==> src/design/global_pin_pkg.sv <==
package global_pin_pkg;

    // Clock rate and timing
    localparam int unsigned MCLK_PERIOD_NS   = 50;
    localparam int unsigned RESET_MIN_NS     = 100;
    // More than the least time: round up, then one more cycle
    localparam int unsigned RESET_MIN_CYCLES = (RESET_MIN_NS + MCLK_PERIOD_NS - 1) / MCLK_PERIOD_NS + 1;

    // Channel count and serial word length
    localparam int unsigned NUM_CHANNELS = 4;
    localparam int unsigned WORD_BITS    = 8;

    // Reset values
    localparam logic [7:0] SHIFT_RESET = 8'h00;
    localparam logic [7:0] CFG_RESET   = 8'h00;

    // Serial clock edge selection
    typedef enum logic [0:0] {
        EDGE_RISING  = 1'b0,
        EDGE_FALLING = 1'b1
    } edge_sel_t;

    // Synchronised pins travelling together
    typedef struct packed {
        logic sclk;
        logic host_serial_in;
        logic tx_driver_tristate;
        logic serial_out_edge_select;
        logic chip_reset_n;
    } pin_sample_t;

endpackage : global_pin_pkg

==> src/design/global_pin_control.sv <==
`timescale 1ns/100ps
`default_nettype none

module global_pin_control
    import global_pin_pkg::*;
#(
    parameter int unsigned CHANNELS = NUM_CHANNELS,
    parameter int unsigned BITS     = WORD_BITS
) (
    input  wire logic                mclk,
    input  wire logic                rst,
    input  wire logic                chip_reset_n,
    input  wire logic                tx_driver_tristate,
    input  wire logic                serial_out_edge_select,
    input  wire logic                sclk,
    input  wire logic                host_serial_in,
    input  wire logic [BITS-1:0]     status_word,
    input  wire logic [CHANNELS-1:0] line_drive_req,
    output logic      [CHANNELS-1:0] line_drive_oe,
    output logic                     host_serial_out,
    output logic      [BITS-1:0]     config_word,
    output logic                     chip_in_reset
);

    ////////////////////////////////////////////////////////////////////////
    // Pin synchronisation

    pin_sample_t pins_raw;
    pin_sample_t pins;

    assign pins_raw = '{sclk: sclk, host_serial_in: host_serial_in,
                        tx_driver_tristate: tx_driver_tristate,
                        serial_out_edge_select: serial_out_edge_select,
                        chip_reset_n: chip_reset_n};

    pin_sync #(
        .WIDTH ($bits(pin_sample_t))
    ) u_sync (
        .mclk     (mclk),
        .rst      (rst),
        .async_in (pins_raw),
        .sync_out (pins)
    );

    ////////////////////////////////////////////////////////////////////////
    // Reset pin filter: low for RESET_MIN_CYCLES samples resets the chip

    logic [3:0] low_count;
    logic       hw_reset;

    always_ff @(posedge mclk) begin
        if (rst) begin
            low_count <= 4'h0;
            hw_reset  <= 1'b0;
        end else if (pins.chip_reset_n) begin
            low_count <= 4'h0;
            hw_reset  <= 1'b0;
        end else if (low_count >= 4'(RESET_MIN_CYCLES - 1)) begin
            hw_reset  <= 1'b1;
        end else begin
            low_count <= low_count + 4'h1;
        end
    end

    // Reset status output
    always_ff @(posedge mclk) begin
        if (rst) begin
            chip_in_reset <= 1'b1;
        end else begin
            chip_in_reset <= hw_reset;
        end
    end

    logic core_rst;
    assign core_rst = rst | hw_reset;

    ////////////////////////////////////////////////////////////////////////
    // Line driver enables

    always_ff @(posedge mclk) begin
        if (core_rst) begin
            line_drive_oe <= '0;
        end else if (pins.tx_driver_tristate) begin
            line_drive_oe <= '0;
        end else begin
            line_drive_oe <= line_drive_req;
        end
    end

    ////////////////////////////////////////////////////////////////////////
    // Serial clock edge detection

    logic sclk_prev;
    logic sclk_rise;
    logic sclk_fall;
    logic out_edge;

    always_ff @(posedge mclk) begin
        if (core_rst) begin
            sclk_prev <= 1'b0;
        end else begin
            sclk_prev <= pins.sclk;
        end
    end

    assign sclk_rise = pins.sclk & ~sclk_prev;
    assign sclk_fall = ~pins.sclk & sclk_prev;
    // Selected launch edge
    assign out_edge  = (edge_sel_t'(pins.serial_out_edge_select) == EDGE_FALLING) ? sclk_fall : sclk_rise;

    ////////////////////////////////////////////////////////////////////////
    // Serial input shifter: words land in config_word
    // Runs regardless of the tristate pin

    logic [BITS-1:0] in_shift;
    logic [3:0]      in_count;

    always_ff @(posedge mclk) begin
        if (core_rst) begin
            in_shift    <= BITS'(SHIFT_RESET);
            in_count    <= 4'h0;
            config_word <= BITS'(CFG_RESET);
        end else if (sclk_rise) begin
            in_shift <= {in_shift[BITS-2:0], pins.host_serial_in};
            if (in_count == 4'(BITS - 1)) begin
                in_count    <= 4'h0;
                config_word <= {in_shift[BITS-2:0], pins.host_serial_in};
            end else begin
                in_count <= in_count + 4'h1;
            end
        end
    end

    ////////////////////////////////////////////////////////////////////////
    // Serial output shifter: status read data, MSB first

    logic [BITS-1:0] out_shift;
    logic [3:0]      out_count;

    always_ff @(posedge mclk) begin
        if (core_rst) begin
            out_shift       <= BITS'(SHIFT_RESET);
            out_count       <= 4'h0;
            host_serial_out <= 1'b0;
        end else if (out_edge) begin
            if (out_count == 4'h0) begin
                host_serial_out <= status_word[BITS-1];
                out_shift       <= {status_word[BITS-2:0], 1'b0};
            end else begin
                host_serial_out <= out_shift[BITS-1];
                out_shift       <= {out_shift[BITS-2:0], 1'b0};
            end
            out_count <= (out_count == 4'(BITS - 1)) ? 4'h0 : out_count + 4'h1;
        end
    end
endmodule : global_pin_control

`default_nettype wire

==> src/design/pin_sync.sv <==
`timescale 1ns/100ps
`default_nettype none

module pin_sync
    import global_pin_pkg::*;
#(
    parameter int unsigned WIDTH = 5
) (
    input  wire logic             mclk,
    input  wire logic             rst,
    input  wire logic [WIDTH-1:0] async_in,
    output logic      [WIDTH-1:0] sync_out
);

    logic [WIDTH-1:0] stage1;

    // Two flip-flops per bit; stage1 is read only by sync_out
    genvar i;
    generate
        for (i = 0; i < WIDTH; i++) begin : g_bit
            always_ff @(posedge mclk) begin
                if (rst) begin
                    stage1[i]   <= 1'b0;
                    sync_out[i] <= 1'b0;
                end else begin
                    stage1[i]   <= async_in[i];
                    sync_out[i] <= stage1[i];
                end
            end
        end
    endgenerate

endmodule : pin_sync

`default_nettype wire

==> config.mk <==
export PLATFORM = sky130hd
export DESIGN_NAME = global_pin_control
export DESIGN_NICKNAME = d
export VERILOG_FILES = /design/src/design/global_pin_pkg.sv /design/src/design/global_pin_control.sv /design/src/design/pin_sync.sv
export SDC_FILE = /design/constraint.sdc
export NUM_CORES = 1
export LEC_CHECK = 0
export BUFFER_PORTS_ARGS = -buffer_cell sky130_fd_sc_hd__buf_2
export CORE_MARGIN = 2
export CORE_UTILIZATION = 50
export DETAILED_ROUTE_END_ITERATION = 6
export GPL_TIMING_DRIVEN = 0
export PLACE_DENSITY = 0.72
export REMOVE_ABC_BUFFERS = 1
export SYNTH_ARGS = -nofsm -noshare
export SYNTH_HDL_FRONTEND = slang
export SYNTH_SLANG_ARGS = --single-unit
==> constraint.sdc <==
create_clock -name mclk -period 1.7 [get_ports mclk]
set_input_delay 0.17 -clock mclk [delete_from_list [all_inputs] [get_ports mclk]]
set_output_delay 0.17 -clock mclk [all_outputs]
set_load 0.005 [all_outputs]
## Word-level counts from Yosys, hierarchy flattened

Index checks and enable logic that the tools add are counted.

- $add $sub $neg: 3
- Order comparisons: 1
- Equal/unequal tests: 2
- Mux-type cells: 5
- Bitwise logic cells: 5
- Reduce and logical (&&, ||, !) cells: 4

Operators with widths:

| kind | count |
|---|---|
| $add 4x1->4 const B | 3 |
| $eq 4x3->1 const B | 2 |
| $mux 4 | 2 |
| $mux 8 | 1 |
| $ge 4x2->1 const B | 1 |
| $logic_not 4->1 | 1 |
| $reduce_or 2->1 | 2 |
| $and 1x1->1 | 2 |
| $mux 1 | 2 |
| $not 1->1 | 2 |
| $reduce_and 2->1 | 1 |
| $or 1x1->1 | 1 |

- Bits in registers: 53
- Input port bits: 19
- Output and inout port bits: 14

## Logic depth before layout (Yosys ltp)

- Depth after elaboration: 3
- Depth in mapped cells: 6
- Mapped depth without buffers: 5

## Hierarchy

A second synthesis with hierarchy kept.

- Cell total of the unflattened synthesis: 207
- Area total of the unflattened synthesis: 1981.9 µm²

Modules (own cells, without submodules):

| module | times used | cells an instance | area an instance (µm²) |
|---|---|---|---|
| global_pin_control | 1 | 187 | 1719.1 |
| pin_sync | 1 | 20 | 262.8 |

## Worst setup path before layout

No wires, ideal clock.

- Path type: flip-flop to flip-flop
- Start: reg low_count[0]
- End: reg hw_reset
- Setup time: 0.115 ns
- Arrival: 1.168 ns
- Required time: 1.585 ns
- Slack: 0.418 ns
- Stages on the path, launching flop included: 5
- Buffers on the path: 0
- Cell sequence: dfxtp_1 -> inv_1 -> ha_1 -> or4_1 -> o21a_1

- Cells in the longest elaborated chain, start to end: 1

RTL lines:

| element | line | RTL |
|---|---|---|
| start: declaration | global_pin_control.sv:48 | `logic [3:0] low_count;` |
| start signal: assignment | global_pin_control.sv:61 | `low_count <= low_count + 4'h1;` |
| $ge 4x2->1 | global_pin_control.sv:58 | `end else if (low_count >= 4'(RESET_MIN_CYCLES - 1)) begin` |
| end signal: assignment | global_pin_control.sv:54 | `hw_reset <= 1'b0;` |
| end signal: assignment | global_pin_control.sv:57 | `hw_reset <= 1'b0;` |
| end signal: assignment | global_pin_control.sv:59 | `hw_reset <= 1'b1;` |
| end: declaration | global_pin_control.sv:49 | `logic hw_reset;` |

Every way passes these cells.
A chain may end at the register's enable or synchronous reset.

## Worst setup path in the final report

- Start: reg in_count[0]
- End: reg config_word[7]

- Cells in the longest elaborated chain, start to end: 2

RTL lines:

| element | line | RTL |
|---|---|---|
| start: declaration | global_pin_control.sv:116 | `logic [3:0] in_count;` |
| start signal: assignment | global_pin_control.sv:129 | `in_count <= in_count + 4'h1;` |
| $eq 4x3->1 | global_pin_control.sv:125 | `if (in_count == 4'(BITS - 1)) begin` |
| $reduce_and 2->1 (no line) | n/a |  |
| end signal: assignment | global_pin_control.sv:122 | `config_word <= BITS'(CFG_RESET);` |
| end signal: assignment | global_pin_control.sv:127 | `config_word <= {in_shift[BITS-2:0], pins.host_serial_in};` |
| end: declaration | global_pin_control.sv:21 | `output logic [BITS-1:0] config_word,` |

Every way passes these cells.

==> impl_metrics.ini <==
[grt]
antenna_found_initial = 0
grt_max_degree = 16
grt_pass1_vias = 1396
gr-total-overflow = 0
grt_usage_pct = 17.39
grt_pass1_wl_um = 5961

[yosys]
ys_ff_latch = 52
yosysUniqueCellTypes = 37
seq_area_frac_synth_pct = 52.13
synth_top_area_share_pct = 52.13
synthFlopType = dfxtp_1
synth_enable_flop_cells = 0
synth_area_leader_cell = dfxtp_1
avgSynthCellArea_um2 = 9.601
async_reset_ff_share_pct = 0
yosysWarningCount = 0
syn_inst = 208
syn_area_um2 = 1997
synth_area_leaders = dfxtp_1, a21oi_1, mux2i_1

[sta]
hold_viol = 0
rsz0062_at_grt = false
slew_headroom_pct = 65.71
fin_setup_tns_ns = 0
holdWs_ns = 0.06876
setup_violations = 0
fin_skew_ns = 0.005631
finalCriticalPeriod_ns = 1.495
drv_slew = 0
fmax_mhz = 669.0
fin_ws_ns = 0.2052
worst_pin_slew_ns = 0.5138
fin_crit_sh_pct = 87.93

[clock_network]
cts-root-buf = clkbuf_8
cts.clk_slew.worst_paths_ns = 0.08
cts_tree = built
numCtsBuffers = 5
post_cts_buffers = 0
h-tree-depth = 2
clk_path_buf_depth = 2
clkLatencyLatePin_ns = 0.30
cts.sinks = 52
cts_hold_buf = 0

[job]
drv_cap = 0

[drt]
via_count = 1495
first_iter_violations = 52
vias_per_cell = 5.227
totalWireLength_um = 3555
ant_nets = 0
routedWlPerCell_um = 12.43
drc = 0
first_pass_iters = 4

[setup_path]
cp_data_required_time_ns = 1.88
end_kind = flop
crit_chain = ha_1, inv_1, o21ai_0, a21oi_1
path_delay_family = adder cells
critPathLaunchType = flop
critPathMaxFanout = 10
crit_slowest_cell = ha_1
arrival_ns = 1.68
max_stage_delay_ns = 0.39
worstSetupPathType = reg2reg
path_buf_inv = 1

[cells_and_area]
final_layout_size_suffix_gt1_share_pct = 19.75
fin_cells = 286
antennaDiodeCount = 0
fin_area_um2 = 2283
postLayoutCoreUtil_pct = 61.00
fin_nets = 261
area_growth_pct = 14.35

[place]
portBuffers = 32
dp_slack_ns = -0.5154
dpl.hpwl_um = 2307
dpl_cell_area_um2 = 2160
gp_routability_congestion = 0.7667
placed_cells = 277

[floorplan]
die-area_um2 = 4515
die_x_um = 67.20
core_area_um2 = 3744
io_pins = 33
placementRows = 22
start_util_pct = 53.34
die_h_um = 67.20

[power_and_ir_drop]
power_leakage_nw = 0.9596
power-per-cell-area_nw_per_um2 = 1068
totalPowerFinal_mw = 2.438
vdd_drop_max_mv = 0.8420

[hold_path]
min_path_type = in2reg

[run_status]
status = finished clean
metal layers:
metal / vias up / track usage (%) / wire, um
li1: 781 / - / -
met1: 665 / 22.06 / 1768
met2: 43 / 28.22 / 1559
met3: 6 / 3.833 / 177
met4: 0 / 8.163 / 51
met5: - / 0 / 0
placed cells by master, fill, tap and decap left out, drive strengths merged, types with 4 or more instances in the layout:
| cell | count |
|---|---|
| nand2 | 20 |
| o31ai | 7 |
| dfxtp | 52 |
| and2 | 6 |
| inv | 4 |
| nand3 | 12 |
| a21oi | 28 |
| nor2b | 10 |
| buf | 32 |
| clkbuf | 8 |
| o21ai | 12 |
| ha | 5 |
| mux2i | 9 |
| nor2 | 6 |
synth_stat cells (2+ instances only):
| cell type | instances |
|---|---|
| nor3_1 | 2 |
| nand3b_1 | 3 |
| o31ai_1 | 7 |
| buf_2 | 4 |
| xnor2_1 | 2 |
| a21oi_1 | 27 |
| o21ai_1 | 3 |
| ha_1 | 5 |
| and2_1 | 6 |
| nand3_1 | 12 |
| dfxtp_1 | 52 |
| mux2i_1 | 9 |
| nand2_1 | 20 |
| inv_1 | 5 |
| nor2_1 | 6 |
| o21ai_0 | 9 |
| o21a_1 | 2 |
| or3_1 | 2 |
| clkbuf_1 | 5 |
| nor2b_1 | 10 |
worst reg2reg max path: stages, from the launching register on:
cell	delay, ns
dfxtp_1	0.38
ha_1	0.39
inv_1	0.24
o21ai_0	0.26
a21oi_1	0.11
registers in the layout, indices dropped and copies added (netlist names):
register / flops
low_count: 4
out_count: 4
in_count: 4
in_shift: 7
out_shift: 7
line_drive_oe: 4
hw_reset: 1
host_serial_out: 1
chip_in_reset: 1
sclk_prev: 1
config_word: 8
u_sync.stage1: 5
u_sync.sync_out: 5
report_power, final:
group          total [mW]  switching, mW  internal [mW]
registers            1.37         0.0647           1.30
logic               0.373          0.201          0.172
clock network       0.696          0.363          0.332
total                2.44          0.629           1.81
logic make-up after synthesis:
kind of cell,count (synthesis),share of synthesized area [%]
mux,9,4.511
compound gates,52,15.16
flops,52,52.13
buf+inv,16,3.822
xor+xnor,3,1.316
simple gates,71,19.93
fa+ha+maj,5,3.133
final timing paths:
check / from / end / slack, ns / cells after the start
worst max-delay path: in_count[0]$_SDFFE_PP0P_ / config_word[7]$_SDFFE_PP0P_ / 0.21 / 4
worst min-delay path: line_drive_req[1] / line_drive_oe[1]$_SDFF_PP0_ / 0.07 / 2
worst max register to register: in_count[0]$_SDFFE_PP0P_ / config_word[7]$_SDFFE_PP0P_ / 0.21 / 4
worst min register to register: u_sync.stage1[1]$_SDFF_PP0_ / u_sync.sync_out[1]$_SDFF_PP0_ / 0.44 / 1
cell type report:
cell class              count  area, um^2
fillers                   324        1460
flip-flops and latches     52        1041
multi-input cells         140       904.6
repair buffers             32       160.2
clock buffers               8       90.09
well taps                  48       60.06
inverters                   5       22.52
repair inverters            1       5.005
timing repair:
item,4_1_cts,5_1_grt
gates resized for setup,4,2
pin swaps,0,0
gates cloned,1,0
setup endpoints to repair,32,11
(Power assumes the default switching activity.)
